<file path="config.mk">
export PLATFORM = sky130hd
export DESIGN_NAME = offline_pwm_fault_restart_sequencer
export DESIGN_NICKNAME = d
export VERILOG_FILES = /design/src/rtl/fault_seq_pkg.sv /design/src/rtl/offline_pwm_fault_restart_sequencer.sv
export SDC_FILE = /design/constraint.sdc
export NUM_CORES = 1
export LEC_CHECK = 0
export BUFFER_PORTS_ARGS = -buffer_cell sky130_fd_sc_hd__buf_2
export CAP_MARGIN = 10
export CELL_PAD_IN_SITES_DETAIL_PLACEMENT = 1
export CELL_PAD_IN_SITES_GLOBAL_PLACEMENT = 1
export CORE_MARGIN = 5
export CORE_UTILIZATION = 30
export CTS_CLUSTER_SIZE = 25
export DETAILED_ROUTE_END_ITERATION = 8
export GPL_TIMING_DRIVEN = 0
export PLACE_DENSITY_LB_ADDON = 0.1
export SLEW_MARGIN = 10
export SYNTH_ARGS = -nofsm -noshare
export SYNTH_HDL_FRONTEND = slang
export SYNTH_SLANG_ARGS = --single-unit
export TNS_END_PERCENT = 5
</file>
<file path="constraint.sdc">
create_clock -name clk -period 5 [get_ports clk]
set_input_delay 1.25 -clock clk [delete_from_list [all_inputs] [get_ports clk]]
set_output_delay 1.25 -clock clk [all_outputs]
set_load 0.01 [all_outputs]
</file>
<file path="src/rtl/fault_seq_pkg.sv">
// Constants and carrier types for the PWM fault and restart sequencer.
package fault_seq_pkg;
    localparam int unsigned CLK_HZ = 50_000_000;
    // Soft-start interval in microseconds.
    localparam int unsigned SOFT_START_US = 4000;
    // Fault timer in milliseconds.
    localparam int unsigned FAULT_TIMER_MS = 70;
    // Brown-out debounce in microseconds.
    localparam int unsigned BO_FILTER_US = 50;
    // Supply overvoltage confirmation in microseconds.
    localparam int unsigned VCC_OVP_US = 20;
    localparam int unsigned SOFT_START_CYC = SOFT_START_US * (CLK_HZ / 1_000_000);
    localparam int unsigned FAULT_TIMER_CYC = FAULT_TIMER_MS * (CLK_HZ / 1_000);
    localparam int unsigned BO_FILTER_CYC = BO_FILTER_US * (CLK_HZ / 1_000_000);
    localparam int unsigned VCC_OVP_CYC = VCC_OVP_US * (CLK_HZ / 1_000_000);
    // Consecutive oscillator cycles before a line or current-sense overvoltage latch.
    localparam logic [2:0] LATCH_COUNT = 3'h4;
    // Supply charge-discharge cycles spent in a double hiccup.
    localparam logic [1:0] HICCUP_CYCLES = 2'h2;
    localparam int unsigned TW = 22;
    localparam logic [TW-1:0] T_ZERO = 22'h0;
    localparam logic [TW-1:0] T_ONE = 22'h1;

    typedef enum logic [2:0] {
        ST_WAIT_LINE,
        ST_WAIT_VCC,
        ST_SOFT_START,
        ST_RUN,
        ST_HICCUP,
        ST_LATCHED
    } seq_state_e;

    // Digitized comparator results from the analog front end.
    typedef struct packed {
        logic line_ok;        // Line sense above turn-on level.
        logic line_above_off; // Line sense above turn-off level.
        logic line_ovp;       // Line sense above overvoltage latch level.
        logic cs_ovp;         // Current sense above its latch level.
        logic switch_off;     // Power switch in its off-time.
        logic osc_tick;       // One pulse per oscillator cycle.
        logic vcc_on;         // Supply above turn-on threshold.
        logic vcc_min;        // Supply above minimum (undervoltage) level.
        logic vcc_reset_ok;   // Supply above reset level.
        logic vcc_ovp;        // Supply above overvoltage level.
        logic peak_limit;     // Maximum peak-current limit reached.
        logic fb_fold;        // Feedback below upper reduction threshold.
        logic fb_fold_end;    // Feedback below lower reduction threshold.
        logic fb_freeze;      // Feedback below freeze threshold.
        logic fb_skip;        // Feedback below skip threshold.
    } comp_s;
endpackage

</file>
<file path="src/rtl/offline_pwm_fault_restart_sequencer.sv">
// Fault, latch and restart sequencer of the offline PWM controller.
`timescale 1ns/100ps
module offline_pwm_fault_restart_sequencer #(
    parameter int unsigned SOFT_START_CYC = fault_seq_pkg::SOFT_START_CYC,
    parameter int unsigned FAULT_TIMER_CYC = fault_seq_pkg::FAULT_TIMER_CYC,
    parameter logic LATCHED_OCP = 1'b0,
    parameter logic AUTO_VARIANT = 1'b0
) (
    input wire logic clk,
    input wire logic rst_n,
    input wire fault_seq_pkg::comp_s comp_in,
    output logic drive_enable,
    output logic soft_start_active,
    output logic opp_enable,
    output logic jitter_enable,
    output logic fold_active,
    output logic fold_floor,
    output logic peak_frozen,
    output logic skip_active,
    output logic error_flag,
    output logic latched_off,
    output logic hiccup_active
);
    localparam logic [fault_seq_pkg::TW-1:0] SS_LAST = fault_seq_pkg::TW'(SOFT_START_CYC - 1);
    localparam logic [fault_seq_pkg::TW-1:0] FT_LAST = fault_seq_pkg::TW'(FAULT_TIMER_CYC - 1);
    localparam logic [fault_seq_pkg::TW-1:0] BO_LAST =
        fault_seq_pkg::TW'(fault_seq_pkg::BO_FILTER_CYC - 1);
    localparam logic [fault_seq_pkg::TW-1:0] OV_LAST =
        fault_seq_pkg::TW'(fault_seq_pkg::VCC_OVP_CYC - 1);

    typedef struct packed {
        fault_seq_pkg::comp_s s1;
        fault_seq_pkg::comp_s s2;
        logic vcc_on_prev;
        logic vcc_min_prev;
        fault_seq_pkg::seq_state_e st;
        logic line_good;
        logic [fault_seq_pkg::TW-1:0] bo_cnt;
        logic [fault_seq_pkg::TW-1:0] ss_cnt;
        logic [fault_seq_pkg::TW-1:0] ft_cnt;
        logic [fault_seq_pkg::TW-1:0] ov_cnt;
        logic [2:0] line_ov_cnt;
        logic [2:0] cs_ov_cnt;
        logic [1:0] hic_cnt;
        logic err;
        logic first_done;
        logic drive;
        logic ss;
        logic over_power_compensation;
        logic jit;
        logic fold;
        logic floor_q;
        logic freeze;
        logic skip;
        logic latch;
        logic hic;
    } state_s;

    state_s r_q, r_d;

    logic vcc_rise, vcc_fall;
    logic line_latch, line_auto, cs_latch, vcc_ovp_hit, timer_done, uvlo_ev;

    assign vcc_rise = r_q.s2.vcc_on & ~r_q.vcc_on_prev;
    assign vcc_fall = ~r_q.s2.vcc_min & r_q.vcc_min_prev;

    always_comb begin
        r_d = r_q;
        r_d.s1 = comp_in;
        r_d.s2 = r_q.s1;
        r_d.vcc_on_prev = r_q.s2.vcc_on;
        r_d.vcc_min_prev = r_q.s2.vcc_min;
        line_latch = 1'b0;
        line_auto = 1'b0;
        cs_latch = 1'b0;
        vcc_ovp_hit = 1'b0;
        timer_done = 1'b0;
        uvlo_ev = 1'b0;

        // A change of line level counts only after it has held for the filter time.
        if (r_q.s2.line_ok == r_q.line_good) begin
            r_d.bo_cnt = fault_seq_pkg::T_ZERO;
        end else if (r_q.bo_cnt == BO_LAST) begin
            r_d.line_good = r_q.s2.line_ok;
            r_d.bo_cnt = fault_seq_pkg::T_ZERO;
        end else begin
            r_d.bo_cnt = r_q.bo_cnt + fault_seq_pkg::T_ONE;
        end

        // Counters clear on any oscillator cycle without the overvoltage.
        if (r_q.s2.osc_tick) begin
            if (r_q.s2.line_ovp) begin
                if (r_q.line_ov_cnt != fault_seq_pkg::LATCH_COUNT) begin
                    r_d.line_ov_cnt = r_q.line_ov_cnt + 3'h1;
                end
            end else begin
                r_d.line_ov_cnt = 3'h0;
            end
            // Sampling only in off-time keeps the on-time current spike out.
            if (r_q.s2.cs_ovp & r_q.s2.switch_off) begin
                if (r_q.cs_ov_cnt != fault_seq_pkg::LATCH_COUNT) begin
                    r_d.cs_ov_cnt = r_q.cs_ov_cnt + 3'h1;
                end
            end else begin
                r_d.cs_ov_cnt = 3'h0;
            end
        end
        line_latch = (r_q.line_ov_cnt == fault_seq_pkg::LATCH_COUNT) & ~AUTO_VARIANT;
        line_auto = (r_q.line_ov_cnt == fault_seq_pkg::LATCH_COUNT) & AUTO_VARIANT;
        cs_latch = (r_q.cs_ov_cnt == fault_seq_pkg::LATCH_COUNT);

        if (!r_q.s2.vcc_ovp) begin
            r_d.ov_cnt = fault_seq_pkg::T_ZERO;
        end else if (r_q.ov_cnt == OV_LAST) begin
            vcc_ovp_hit = 1'b1;
        end else begin
            r_d.ov_cnt = r_q.ov_cnt + fault_seq_pkg::T_ONE;
        end

        // Error flag and fault timer run only while switching.
        if (r_q.st == fault_seq_pkg::ST_RUN || r_q.st == fault_seq_pkg::ST_SOFT_START) begin
            if (r_q.s2.peak_limit) begin
                r_d.err = 1'b1;
            end
            if (r_q.err) begin
                if (r_q.ft_cnt == FT_LAST) begin
                    timer_done = 1'b1;
                end else begin
                    r_d.ft_cnt = r_q.ft_cnt + fault_seq_pkg::T_ONE;
                end
            end
        end
        uvlo_ev = vcc_fall & (r_q.st == fault_seq_pkg::ST_RUN ||
                              r_q.st == fault_seq_pkg::ST_SOFT_START);

        unique case (r_q.st)
            fault_seq_pkg::ST_WAIT_LINE: begin
                if (r_q.line_good) begin
                    r_d.latch = 1'b0;
                    r_d.err = 1'b0;
                    r_d.ft_cnt = fault_seq_pkg::T_ZERO;
                    r_d.st = fault_seq_pkg::ST_WAIT_VCC;
                end
            end
            fault_seq_pkg::ST_WAIT_VCC: begin
                if (!r_q.line_good) begin
                    r_d.st = fault_seq_pkg::ST_WAIT_LINE;
                end else if (vcc_rise | r_q.s2.vcc_on) begin
                    r_d.ss_cnt = fault_seq_pkg::T_ZERO;
                    r_d.st = fault_seq_pkg::ST_SOFT_START;
                end
            end
            fault_seq_pkg::ST_SOFT_START, fault_seq_pkg::ST_RUN: begin
                if (r_q.st == fault_seq_pkg::ST_SOFT_START) begin
                    if (r_q.ss_cnt == SS_LAST) begin
                        r_d.st = fault_seq_pkg::ST_RUN;
                        r_d.first_done = 1'b1;
                    end else begin
                        r_d.ss_cnt = r_q.ss_cnt + fault_seq_pkg::T_ONE;
                    end
                end
                if (!r_q.line_good) begin
                    r_d.st = fault_seq_pkg::ST_WAIT_LINE;
                end else if (line_latch | cs_latch |
                             (vcc_ovp_hit & ~AUTO_VARIANT)) begin
                    r_d.st = fault_seq_pkg::ST_LATCHED;
                end else if (LATCHED_OCP & ~r_q.first_done & r_q.err & uvlo_ev) begin
                    r_d.st = fault_seq_pkg::ST_LATCHED;
                end else if (LATCHED_OCP & timer_done) begin
                    r_d.st = fault_seq_pkg::ST_LATCHED;
                end else if (timer_done | line_auto | (vcc_ovp_hit & AUTO_VARIANT) |
                             uvlo_ev) begin
                    r_d.hic_cnt = 2'h0;
                    r_d.st = fault_seq_pkg::ST_HICCUP;
                end
            end
            fault_seq_pkg::ST_HICCUP: begin
                // Saturating, so an extra supply fall cannot wrap the count past the exit value.
                if (vcc_fall) begin
                    if (r_q.hic_cnt != fault_seq_pkg::HICCUP_CYCLES) begin
                        r_d.hic_cnt = r_q.hic_cnt + 2'h1;
                    end
                end
                if (!r_q.line_good) begin
                    r_d.st = fault_seq_pkg::ST_WAIT_LINE;
                end else if (r_q.hic_cnt == fault_seq_pkg::HICCUP_CYCLES && vcc_rise) begin
                    r_d.err = 1'b0;
                    r_d.ft_cnt = fault_seq_pkg::T_ZERO;
                    r_d.ss_cnt = fault_seq_pkg::T_ZERO;
                    r_d.st = fault_seq_pkg::ST_SOFT_START;
                end
            end
            fault_seq_pkg::ST_LATCHED: begin
                r_d.latch = 1'b1;
                if ((vcc_fall & ~r_q.s2.line_above_off) | ~r_q.s2.vcc_reset_ok) begin
                    r_d.latch = 1'b0;
                    r_d.err = 1'b0;
                    r_d.ft_cnt = fault_seq_pkg::T_ZERO;
                    r_d.first_done = 1'b0;
                    r_d.st = fault_seq_pkg::ST_WAIT_LINE;
                end
            end
            default: r_d.st = fault_seq_pkg::ST_WAIT_LINE;
        endcase

        // Output flops follow the next state or the synchronized feedback comparators, so each output is registered.
        r_d.drive = (r_d.st == fault_seq_pkg::ST_RUN || r_d.st == fault_seq_pkg::ST_SOFT_START)
                    & ~r_q.s2.fb_skip;
        r_d.ss = (r_d.st == fault_seq_pkg::ST_SOFT_START);
        r_d.fold = r_q.s2.fb_fold;
        r_d.floor_q = r_q.s2.fb_fold_end;
        r_d.freeze = r_q.s2.fb_freeze;
        r_d.skip = r_q.s2.fb_skip;
        r_d.over_power_compensation = r_d.drive & ~r_q.s2.fb_fold;
        r_d.jit = r_d.drive;
        r_d.hic = (r_d.st == fault_seq_pkg::ST_HICCUP);
    end

    always_ff @(posedge clk) begin
        if (!rst_n) begin
            r_q <= '0;
        end else begin
            r_q <= r_d;
        end
    end

    assign drive_enable = r_q.drive;
    assign soft_start_active = r_q.ss;
    assign opp_enable = r_q.over_power_compensation;
    assign jitter_enable = r_q.jit;
    assign fold_active = r_q.fold;
    assign fold_floor = r_q.floor_q;
    assign peak_frozen = r_q.freeze;
    assign skip_active = r_q.skip;
    assign error_flag = r_q.err;
    assign latched_off = r_q.latch;
    assign hiccup_active = r_q.hic;

    chk_latch_no_drive: assert property (@(posedge clk) disable iff (!rst_n)
        r_q.st == fault_seq_pkg::ST_LATCHED |=> !drive_enable)
        else $error("drive active while latched");
    chk_line_low_stop: assert property (@(posedge clk) disable iff (!rst_n)
        !r_q.line_good |=> !drive_enable)
        else $error("drive active with line low");
    chk_opp_fold_off: assert property (@(posedge clk) disable iff (!rst_n)
        fold_active |-> !opp_enable)
        else $error("over-power compensation on in fold region");
    chk_jitter_with_drive: assert property (@(posedge clk) disable iff (!rst_n)
        jitter_enable == drive_enable)
        else $error("modulation not following drive");
    chk_skip_no_drive: assert property (@(posedge clk) disable iff (!rst_n)
        $past(r_q.s2.fb_skip) |-> !drive_enable)
        else $error("drive during skip");
    chk_line_count_latch: assert property (@(posedge clk) disable iff (!rst_n)
        (r_q.line_ov_cnt == fault_seq_pkg::LATCH_COUNT) && !AUTO_VARIANT && r_q.line_good &&
        (r_q.st == fault_seq_pkg::ST_RUN) |=> r_q.st == fault_seq_pkg::ST_LATCHED)
        else $error("line overvoltage did not latch");
    chk_cs_counter_clear: assert property (@(posedge clk) disable iff (!rst_n)
        r_q.s2.osc_tick && !(r_q.s2.cs_ovp && r_q.s2.switch_off) |=> r_q.cs_ov_cnt == 3'h0)
        else $error("current-sense counter not cleared");
    chk_hiccup_exit: assert property (@(posedge clk) disable iff (!rst_n)
        r_q.st == fault_seq_pkg::ST_HICCUP && r_d.st == fault_seq_pkg::ST_SOFT_START
        |-> r_q.hic_cnt == fault_seq_pkg::HICCUP_CYCLES)
        else $error("hiccup ended early");
    chk_soft_start_len: assert property (@(posedge clk) disable iff (!rst_n)
        $rose(soft_start_active) |-> soft_start_active [*8])
        else $error("soft-start too short");

    // Sequencing decisions, checked one state step after their cause except the hiccup no-drive and timer bound checks.
    chk_cs_count_latch: assert property (@(posedge clk) disable iff (!rst_n)
        (r_q.cs_ov_cnt == fault_seq_pkg::LATCH_COUNT) && r_q.line_good &&
        (r_q.st == fault_seq_pkg::ST_RUN) |=> r_q.st == fault_seq_pkg::ST_LATCHED)
        else $error("current-sense overvoltage did not latch");

    chk_line_counter_clear: assert property (@(posedge clk) disable iff (!rst_n)
        r_q.s2.osc_tick && !r_q.s2.line_ovp |=> r_q.line_ov_cnt == 3'h0)
        else $error("line counter not cleared");

    chk_vcc_ovp_fault: assert property (@(posedge clk) disable iff (!rst_n)
        vcc_ovp_hit && r_q.line_good && (r_q.st == fault_seq_pkg::ST_RUN) &&
        !line_latch && !cs_latch && !timer_done
        |=> r_q.st == (AUTO_VARIANT ? fault_seq_pkg::ST_HICCUP : fault_seq_pkg::ST_LATCHED))
        else $error("supply overvoltage not handled");

    chk_ocp_timer_latch: assert property (@(posedge clk) disable iff (!rst_n)
        LATCHED_OCP && timer_done && r_q.line_good && (r_q.st == fault_seq_pkg::ST_RUN)
        |=> r_q.st == fault_seq_pkg::ST_LATCHED)
        else $error("timer expiry did not latch");

    chk_timer_hiccup: assert property (@(posedge clk) disable iff (!rst_n)
        !LATCHED_OCP && timer_done && r_q.line_good && (r_q.st == fault_seq_pkg::ST_RUN) &&
        !line_latch && !cs_latch && !vcc_ovp_hit |=> r_q.st == fault_seq_pkg::ST_HICCUP)
        else $error("timer expiry did not hiccup");

    chk_uvlo_hiccup: assert property (@(posedge clk) disable iff (!rst_n)
        uvlo_ev && !r_q.err && r_q.line_good && !line_latch && !cs_latch && !vcc_ovp_hit
        |=> r_q.st == fault_seq_pkg::ST_HICCUP)
        else $error("undervoltage did not hiccup");

    chk_general_reset: assert property (@(posedge clk) disable iff (!rst_n)
        r_q.st == fault_seq_pkg::ST_WAIT_LINE && r_q.line_good |=> !error_flag && !latched_off)
        else $error("general reset left a fault");

    chk_restart_immediate: assert property (@(posedge clk) disable iff (!rst_n)
        r_q.st == fault_seq_pkg::ST_WAIT_VCC && r_q.line_good && r_q.s2.vcc_on
        |=> r_q.st == fault_seq_pkg::ST_SOFT_START)
        else $error("restart not immediate");

    chk_latch_reset_exit: assert property (@(posedge clk) disable iff (!rst_n)
        r_q.st == fault_seq_pkg::ST_LATCHED && !r_q.s2.vcc_reset_ok
        |=> r_q.st == fault_seq_pkg::ST_WAIT_LINE && !latched_off)
        else $error("latch not cleared by supply reset");

    chk_hiccup_no_drive: assert property (@(posedge clk) disable iff (!rst_n)
        r_q.st == fault_seq_pkg::ST_HICCUP |-> !drive_enable)
        else $error("drive active in hiccup");

    chk_timer_bound: assert property (@(posedge clk) disable iff (!rst_n)
        r_q.ft_cnt <= FT_LAST)
        else $error("fault timer overran");

    chk_first_done_latch: assert property (@(posedge clk) disable iff (!rst_n)
        LATCHED_OCP && !r_q.first_done && r_q.err && uvlo_ev && r_q.line_good
        |=> r_q.st == fault_seq_pkg::ST_LATCHED)
        else $error("pre-short undervoltage did not latch");
endmodule

</file>
# After elaboration in Yosys (flattened, before gate mapping)

Index checks and enable logic that the tools add are counted.

Register bits after elaboration: 142
Input bits: 17
Output and inout bits: 11
Word-level logic and storage cells: 177

Add/subtract/negate cells: 7
Eq/ne operators: 33
Multiplexer cells: 50
Bitwise logic cells: 20
Reductions and logical operators: 16

Operators with widths:

| operator                                               | count |
|---|---|
| 2-to-1 mux 22 bit                                      | 9 |
| case mux 22 bit (3 select lines)                       | 2 |
| adder 22 x 1 -> 22 bit (second input constant)         | 4 |
| 2-to-1 mux 44 bit                                      | 2 |
| 2-to-1 mux 3 bit                                       | 15 |
| != test 2 bit (second input constant)                  | 13 |
| equality test 22 x 10 -> 1 bit (second input constant) | 1 |
| equality test 22 x 12 -> 1 bit (second input constant) | 1 |
| equality test 22 x 18 -> 1 bit (second input constant) | 1 |
| equality test 22 bit (second input constant)           | 1 |
| equality test 3 bit (second input constant)            | 5 |
| case mux 3 bit (5 select lines)                        | 1 |
| equality test 3 x 2 -> 1 bit (second input constant)   | 4 |
| 2-to-1 mux 1 bit                                       | 12 |
| 2-to-1 mux 2 bit                                       | 6 |
| AND reduction 2 bit                                    | 5 |
| inverter 1 bit                                         | 8 |
| bitwise AND 1 bit                                      | 7 |
| AND reduction 7 bit                                    | 1 |
| adder 3 x 1 -> 3 bit (second input constant)           | 2 |
| != test 3 bit (second input constant)                  | 2 |
| AND reduction 6 bit                                    | 1 |
| bitwise OR 1 bit                                       | 5 |
| != test 2 x 1 -> 1 bit (second input constant)         | 2 |
| 14 further kinds                                       | 16 |

# Logic depth before layout (Yosys ltp)

Gate-level depths: netlist of run 1.

Depth in word-level cells: 13
Depth in mapped cells: 10
Depth with buffers taken out: 8

# Worst setup path before layout of run 1

Ideal clock, no wire load.

Path type: input port to flip-flop
Start point: input port rst_n
End point: register r_q, in the netlist hiccup_active
Data arrival time: 1.997 ns
Required time: 4.930 ns
Slack: 2.933 ns
Stages: 4
Path buffers: 2
Cells stage by stage: clkbuf_1 clkbuf_1 nand2_1 a21oi_1

RTL lines:

| element              | RTL line                                   | text |
|---|---|---|
| start, declared      | offline_pwm_fault_restart_sequencer.sv:10  | `input wire logic rst_n,` |
| end signal, assigned | offline_pwm_fault_restart_sequencer.sv:223 | `r_q <= r_d;` |
| end, declared        | offline_pwm_fault_restart_sequencer.sv:59  | `state_s r_q, r_d;` |

# Worst setup path after layout of run 1

Start point: register r_q[111] in the netlist's numbering
End point: register r_q[66] in the netlist's numbering

Longest elaborated chain between the ends: 4

Ends and longest elaborated chain:

| element                                                              | RTL line                                   | text |
|---|---|---|
| equality test 3 x 2 -> 1 bit                                         | n/a                                        |  |
| OR reduction 2 bit                                                   | offline_pwm_fault_restart_sequencer.sv:136 | `unique case (r_q.st)` |
| != test 2 bit (no line) / nonzero test 3 bit (equally long branches) | n/a                                        |  |
| AND reduction 7 bit (no line)                                        | n/a                                        |  |

Several ways; a longest one is shown, not always the timed one.
A chain may end at the register's enable or synchronous reset.

==> results of run 1 <==
[area by class of cell]
class	count	area (um2)
buffer	24	115
timing repair buffer	27	135
fill	2382	12900
clock buffer	17	425
clock inverter	15	188
sequential	142	2840
multi-input combinational	499	3130
inverter	14	52.6
tap	270	338
[worst max path at each step]
stage | end | cells after the start | startpoint
floorplan | hiccup_active | 4 | rst_n
finish | r_q[66] | 7 | r_q[111]
CTS | error_flag | 1 | error_flag
global placement | hiccup_active | 5 | rst_n
detailed placement | r_q[12] | 5 | rst_n
global route | r_q[84] | 10 | r_q[12]
[cells by family after synthesis]
family | count (synthesis) | share of synthesized area, %
buffers and inverters | 38 | 2.73
DFF | 142 | 46.3
AOI/OAI and AO/OA | 51 | 5.54
xor gates and xnor gates | 71 | 10.1
muxes | 9 | 1.47
and+or+nand+nor | 359 | 32.0
adders and majority gates | 9 | 1.83
[worst max-delay path: cells and delay by family, from the launching register on]
kind          cells  cell delay, ns
buf+inv           1            0.31
simple gates      5            1.43
flops             1            0.40
xor+xnor          1            0.14
[registers in the layout (all words and copies together) (netlist names)]
register and count:
jitter_enable 1, soft_start_active 1, fold_active 1, r_q 111, latched_off 1, opp_enable 1, error_flag 1, fold_floor 1
r_d 21, hiccup_active 1, peak_frozen 1, skip_active 1
[Yosys cell counts, types with 2 or more instances]
master / n
and4_1: 10
and2_1: 46
nor3b_1: 4
nor2_1: 92
nor3_1: 16
or2_2: 3
nor2b_1: 6
nor4_2: 4
and3_1: 21
and4b_1: 2
a31oi_1: 2
o21a_1: 2
nand3b_1: 5
buf_2: 2
a21oi_1: 18
nor4_4: 2
ha_1: 9
o211ai_1: 3
a21boi_1: 3
or3_1: 6
nand2b_1: 3
buf_4: 4
mux2i_1: 9
dfxtp_1: 142
nand3_1: 38
a21o_1: 3
a21boi_0: 2
o21ai_0: 8
nor4bb_1: 3
clkbuf_1: 17
inv_1: 14
a211oi_2: 2
xnor2_1: 41
nand4_1: 20
nor4b_1: 7
xor2_1: 30
nand2_1: 53
nor4_1: 12
[per-layer routing]
metal / part of all wire (%) / vias to the layer above / track usage, %
met5: 0 / - / 0
met4: 1.4 / 0 / 4.71
met3: 2.6 / 20 / 3.00
met2: 50 / 43 / 22.6
met1: 46 / 2319 / 15.6
li1: - / 2428 / -
[metrics by stage]
stage	hold WS, ns	instances
2_1_floorplan	0.391	679
5_1_grt	0.461	1008
3_3_place_gp	0.414	976
4_1_cts	0.438	1008
3_5_place_dp	0.422	976
6_report	0.434	1008
[power groups by stage]
stage / Combinational, uW / Clock, uW / Sequential, uW
6_report: 45.1 / 1320 / 1150
5_1_grt: 51.7 / 1410 / 1150
4_1_cts: 47.8 / 1360 / 1150
3_5_place_dp: 47.4 / 0 / 1180
3_3_place_gp: 46.4 / 0 / 1180
2_1_floorplan: 26.4 / 0 / 1170
==> results.json, run 1 <==
{
  "status": "finished, final reports clean",
  "nNetsFinal": 751,
  "viasPerCell": 4.77,
  "setup_slack_ns": 2.59,
  "cts_inserted_buffers": 17,
  "path_max_fanout": 10,
  "path_class": "flip-flop to flip-flop",
  "cts.repair.resized": 0,
  "gr-usage-all-layers_pct": 13.0,
  "grt_pass1_wl_mm": 25.0,
  "yosys_register_bits": 142,
  "async_flop_share_pct": 0,
  "drv_slew": 0,
  "hold_depth": 1,
  "hold_viol": 0,
  "rows": 52,
  "drive_gt1_share_pct": 11.0,
  "synth_area_um2": 6140,
  "postLayoutCellArea_um2": 7230,
  "overflow": 0,
  "p_comb_share_pct": 1.8,
  "tightestPinTransition_ns": 0.730,
  "synth_cells": 679,
  "dp_hpwl_mm": 10.8,
  "ys_seq_area_share_pct": 46.3,
  "yosys.area.top_type": "dfxtp_1",
  "worstHoldStart": "r_d[120]",
  "fin_setup_tns_ns": 0,
  "end_kind": "flip-flop",
  "clockBufferDepth": 2,
  "gp_congestion": 0.763,
  "start_util_pct": 30.4,
  "cts_max_level": 4,
  "switchingPower_uw": 555,
  "core-area_um2": 20200,
  "crit_path_start_kind": "flip-flop",
  "fin_crit_sh_pct": 48.3,
  "grt_pass1_vias": 5130,
  "clock-sinks": 142,
  "hold_buffers": 0,
  "power_density_nw_per_um2": 348,
  "grt_setup_unrepaired": "no",
  "p_clk_share_pct": 52.4,
  "relSlewSlack_pct": 50.9,
  "crit_chain": "and2b_2, nand4_1, nor4_4, buf_4, nor3b_1, xnor2_1, nor2_1",
  "crit_slowest_cell": "nor4_4",
  "vias": 4810,
  "clk_latency_ns": 0.42,
  "min_path_type": "flip-flop to flip-flop",
  "synth_flop_cell": "dfxtp_1",
  "drt_iter0_drc": 140,
  "p_leak_uw": 0.00263,
  "rrSetupSlack_ns": 2.59,
  "ys.warnings.count": 0,
  "wire_per_inst_um": 14.8,
  "fmax_mhz": 414,
  "cap_violations": 0,
  "postCtsSetupRepairBufs": 0,
  "finalPower_uw": 2510,
  "layout_commonest_cell": "dfxtp_1",
  "post_dp_cell_area_um2": 6610,
  "period_minus_slack_ns": 2.41,
  "syn_nets": 705,
  "worstPathArrival_ns": 2.71,
  "worstHoldEndpoint": "r_q[120]",
  "final_core_util_pct": 35.8,
  "post-route-drc-count": 0,
  "yosysTopAreaCellShare_pct": 46.3,
  "die_y_um": 153,
  "area_growth_pct": 17.7,
  "drt_wl_total_mm": 14.9,
  "synth_edf_count": 0,
  "preCtsSetupSlack_ns": 2.26,
  "ys_types": 53,
  "path_clk_slew_ns": 0.06,
  "die_area_um2": 23400,
  "finalSetupViolCount": 0,
  "drtAntennaViolNets": 0,
  "peakVddDrop_v": 0.000211,
  "required_ns": 5.29,
  "finalClockSkew_ns": 0.00849,
  "dieWidth_um": 153,
  "swShare_pct": 22.1,
  "antenna_cells": 0,
  "drt-pass1-iter-count": 4,
  "ios": 28,
  "netlist_top_cells_area": "dfxtp_1 (46%), xnor2_1 (5.8%), nor2_1 (5.6%)",
  "slowest_delay_ns": 0.71,
  "syn_area_per_cell_um2": 9.04,
  "antenna_found_initial": 0,
  "reg2regPathDepth": 7,
  "grt_max_degree": 17,
  "clk_root_buffer_cell": "clkbuf_16",
  "cts_tree": "built",
  "internal_power_uw": 1960,
  "p_seq_share_pct": 45.8,
  "r2r_start": "r_q[111]",
  "r2r-end": "r_q[66]",
  "port_buffers": 27,
  "mostFrequentLayoutCells": "dfxtp_1 (142), nor2_1 (92), nand2_1 (53)"
}
Note: power is estimated with default switching activity, not from simulation.
==> run 2: changes to the inputs <==
Clock period 5 ns to 2.1 ns, I/O delays scaled along.
==> results.json, run 2 (synthesis gave the netlist of run 1 again) <==
{
  "clockBufferDepth": 2,
  "fin_setup_tns_ns": 0,
  "grt_max_degree": 17,
  "clock-sinks": 142,
  "wire_per_inst_um": 14.9,
  "status": "finished, final reports clean",
  "cap_violations": 0,
  "overflow": 0,
  "rows": 52,
  "finalSetupViolCount": 0,
  "path_max_fanout": 3,
  "area_growth_pct": 24.4,
  "port_buffers": 27,
  "clk_root_buffer_cell": "clkbuf_16",
  "rrSetupSlack_ns": 0.09,
  "end_kind": "flip-flop",
  "finalClockSkew_ns": 0.00927,
  "hold_viol": 0,
  "gp_congestion": 0.763,
  "post-route-drc-count": 0,
  "required_ns": 2.45,
  "p_leak_uw": 0.00282,
  "drt_wl_total_mm": 15.3,
  "path_class": "flip-flop to flip-flop",
  "grt_setup_unrepaired": "yes",
  "drive_gt1_share_pct": 17.4,
  "power_density_nw_per_um2": 784,
  "nNetsFinal": 770,
  "fmax_mhz": 497,
  "regMostFlops": "r_q",
  "relSlewSlack_pct": 60.6,
  "core-area_um2": 20200,
  "die_y_um": 153,
  "drtAntennaViolNets": 0,
  "drv_slew": 0,
  "tightestPinTransition_ns": 0.591,
  "gr-usage-all-layers_pct": 13.2,
  "drt-pass1-iter-count": 4,
  "period_minus_slack_ns": 2.01,
  "layout_commonest_cell": "dfxtp_1",
  "min_path_type": "input port to flip-flop",
  "worstHoldEndpoint": "r_d[119]",
  "r2r_start": "r_q[12]",
  "dieWidth_um": 153,
  "worstSetupStartpoint": "r_q[12]",
  "vias": 4918,
  "cts_inserted_buffers": 17,
  "crit_path_start_kind": "flip-flop",
  "antenna_found_initial": 0,
  "drt_iter0_drc": 148,
  "postLayoutCellArea_um2": 7640,
  "worstPathArrival_ns": 2.36,
  "finalPower_uw": 5990,
  "largest_reg_flops": 111,
  "grt_pass1_vias": 5214,
  "ios": 28,
  "antenna_cells": 0,
  "mostFrequentLayoutCells": "dfxtp_1 (139), nor2_1 (91), nand2_1 (53)",
  "start_util_pct": 30.4,
  "fin_crit_sh_pct": 95.7,
  "r2r-end": "r_q[85]",
  "hold_depth": 2,
  "grt_pass1_wl_mm": 25.5,
  "cts_max_level": 4,
  "post_dp_cell_area_um2": 6610,
  "cts_tree": "built",
  "die_area_um2": 23400,
  "path_clk_slew_ns": 0.06,
  "dp_hpwl_mm": 10.8,
  "viasPerCell": 4.79,
  "worstHoldStart": "comp_in[5]",
  "hold_buffers": 0,
  "clk_latency_ns": 0.42,
  "peakVddDrop_v": 0.000497,
  "reg2regPathDepth": 14
}
-- run 2: area by class of cell --
| cell class | count | area, um2 |
|---|---|---|
| inverter | 14 | 52.6 |
| timing repair buffer | 48 | 337 |
| tap | 270 | 338 |
| clock inverter | 15 | 188 |
| buffer | 22 | 125 |
| multi-input combinational | 499 | 3330 |
| sequential | 142 | 2850 |
| clock buffer | 17 | 425 |
| fill | 2352 | 12500 |
-- run 2: repair_timing --
item                                    CTS  global route
endpoints found under the setup margin   71            75
resized for setup                        25            32
buffers inserted                         13             6
pin swaps                                 7             4
cloned                                    2             0
-- run 2: power breakdown --
| group | leakage [uW] | internal (uW) | switching (uW) |
|---|---|---|---|
| Clock | 0.000301 | 1890 | 1250 |
| Sequential | 0.00115 | 2730 | 13.0 |
| Combinational | 0.00136 | 45.2 | 66.1 |
| Total | 0.00282 | 4660 | 1320 |
-- run 2: worst max path at each step --
stage	endpoint	slack, ns	cells past startpoint
after global placement	r_q[69]	-0.30	7
after CTS	r_q[85]	-0.03	14
after global routing	r_q[51]	-0.03	7
final	r_q[85]	0.09	14
after detailed placement	r_q[74]	-0.30	7
after floorplan	r_q[77]	0.16	10
-- run 2: per-layer routing --
layer / share of wire (%) / track usage, %
met1: 46 / 15.9
met2: 50 / 23.1
met3: 2.3 / 3.03
met4: 1.1 / 4.71
met5: 0 / 0
-- run 2: metrics by stage --
step / instances / util, % / setup WS (ns) / hold WS, ns
global placement: 976 / 32.8 / -0.301 / 0.414
finish: 1027 / 37.9 / 0.0899 / 0.312
CTS: 1022 / 37.0 / -0.0265 / 0.292
global route: 1027 / 37.9 / -0.0310 / 0.289
floorplan: 679 / - / 0.158 / 0.391
detailed placement: 976 / 32.8 / -0.296 / 0.422
-- run 2: worst max-delay path: stages (launching register included) --
cell and delay, ns:
dfxtp_2 0.34, inv_2 0.05, ha_4 0.15, and4bb_1 0.19, o211ai_1 0.28, buf_4 0.17
buf_6 0.08, buf_6 0.08, buf_6 0.08, buf_6 0.08, buf_6 0.08, buf_6 0.08
buf_6 0.08, nand3_2 0.07, mux2i_1 0.14
==> run 3: changes to the inputs <==
Settings changed: CORE_UTILIZATION 30 to 40.
==> results.json, run 3 (synthesis gave the netlist of run 1 again) <==
{
  "grt.busiest_layer": "met2",
  "internal_power_uw": 4460,
  "grtUsageMet1_pct": 21.0,
  "path_clk_slew_ns": 0.06,
  "gr-usage-all-layers_pct": 16.8,
  "grt_util_met3_pct": 4.69,
  "swShare_pct": 22.3,
  "critPathBufInv": 2,
  "drt_iter0_drc": 180,
  "finalPower_uw": 5730,
  "port_buffers": 27,
  "viasPerCell": 5.23,
  "post-route-drc-count": 0,
  "slowest_delay_ns": 0.43,
  "p_comb_share_pct": 1.9,
  "status": "finished, final reports clean",
  "switchingPower_uw": 1280,
  "p_seq_share_pct": 47.8,
  "finalClockSkew_ns": 0.0141,
  "period_minus_slack_ns": 2.03,
  "finalSetupViolCount": 0,
  "tightestPinTransition_ns": 0.525,
  "grt_max_degree": 17,
  "antenna_found_initial": 0,
  "fin_setup_tns_ns": 0,
  "relSlewSlack_pct": 65.0,
  "r2r_start": "r_q[12]",
  "min_path_type": "input port to flip-flop",
  "die_area_um2": 17900,
  "drt-pass1-iter-count": 4,
  "hold_slack_ns": 0.315,
  "mostFrequentLayoutCells": "dfxtp_1 (141), nor2_1 (91), nand2_1 (53)",
  "clk_root_buffer_cell": "clkbuf_16",
  "rows": 45,
  "ios": 28,
  "grt_setup_unrepaired": "yes",
  "cts_inserted_buffers": 17,
  "wire_per_inst_um": 15.6,
  "cts_tree": "built",
  "dieWidth_um": 134,
  "grt_pass1_wl_mm": 24.7,
  "clk_latency_ns": 0.42,
  "final_core_util_pct": 48.6,
  "antenna_cells": 0,
  "drtAntennaViolNets": 0,
  "cap_violations": 0,
  "worstPathArrival_ns": 2.34,
  "overflow": 0,
  "use_met2_pct": 28.7,
  "die_y_um": 134,
  "area_growth_pct": 19.8,
  "path_class": "flip-flop to flip-flop",
  "clock-sinks": 142,
  "vias": 4882,
  "regMostFlops": "r_q",
  "dp_hpwl_mm": 10.2,
  "worstSetupStartpoint": "r_q[12]",
  "grt_pass1_vias": 5097,
  "drive_gt1_share_pct": 15.5,
  "start_util_pct": 40.5,
  "clockBufferDepth": 2,
  "drv_slew": 0,
  "crit_path_start_kind": "flip-flop",
  "nNetsFinal": 759,
  "hold_viol": 0,
  "p_leak_uw": 0.00272,
  "fin_crit_sh_pct": 96.9,
  "crit_chain": "inv_2, ha_2, and4bb_1, o211ai_1, a21boi_4, buf_2, nor4b_1, xnor2_1, nor2_1",
  "layout_commonest_cell": "dfxtp_1",
  "critical-path-top-delay-family": "simple AND/OR/NAND/NOR gates",
  "path_max_fanout": 5,
  "gp_congestion": 0.782,
  "cts_max_level": 4,
  "required_ns": 2.41,
  "fmax_mhz": 491,
  "p_clk_share_pct": 50.3,
  "crit_slowest_cell": "nor4b_1",
  "core-area_um2": 15100,
  "drt_wl_total_mm": 14.5,
  "peakVddDrop_v": 0.000570,
  "end_kind": "flip-flop",
  "worstHoldStart": "comp_in[4]",
  "largest_reg_flops": 111,
  "power_density_nw_per_um2": 779
}
## run 3: path summary, 6_finish.rpt
check / to / slack [ns] / cells past startpoint
max: r_q[70] / 0.07 / 9
min: r_d[118] / 0.32 / 2
max reg2reg: r_q[70] / 0.07 / 9
min reg2reg: r_d[3] / 0.43 / 1
## run 3: cell type report
type	instances	area [um2]
Fill cell	1738	7790
Multi-Input combinational cell	499	3300
Sequential cell	142	2840
Clock buffer	19	443
Tap cell	188	235
Timing Repair Buffer	37	225
Clock inverter	13	130
Buffer	22	129
Inverter	14	52.6
## run 3: per-layer routing
layer  vias up  wire length (um)
met3        11               415
li1       2454                 -
met1      2365              6790
met2        52              7200
met4         0               132
met5         -                 0
## run 3: timing repair
| action | CTS | global route |
|---|---|---|
| resized for setup | 13 | 30 |
| hold buffers | 0 | 0 |
| buffers inserted | 5 | 3 |
| gates cloned | 0 | 2 |
| pin swaps | 3 | 14 |
| setup endpoints to repair | 70 | 75 |
## run 3: worst reg2reg max path, stage by stage (launching register included)
cell      delay (ns)
dfxtp_2         0.32
inv_2           0.05
ha_2            0.18
and4bb_1        0.22
o211ai_1        0.14
a21boi_4        0.18
buf_2           0.17
nor4b_1         0.43
xnor2_1         0.17
nor2_1          0.05
## run 3: power groups by stage
stage                     clock [uW]  combinational, uW  sequential [uW]
after CTS                       2980                113             2740
after global routing            3090                124             2740
after global placement             0                106             2800
final                           2880                110             2740
after floorplan                    0               62.7             2790
after detailed placement           0                109             2800
## run 3: through the flow
| stage | instances | cell area, um2 | worst slack [ns] |
|---|---|---|---|
| 6_report | 934 | 7360 | 0.0651 |
| 4_1_cts | 931 | 7180 | 0.00627 |
| 3_5_place_dp | 894 | 6510 | -0.260 |
| 3_3_place_gp | 894 | 6510 | -0.247 |
| 5_1_grt | 934 | 7360 | -0.0748 |
| 2_1_floorplan | 679 | 6140 | 0.158 |
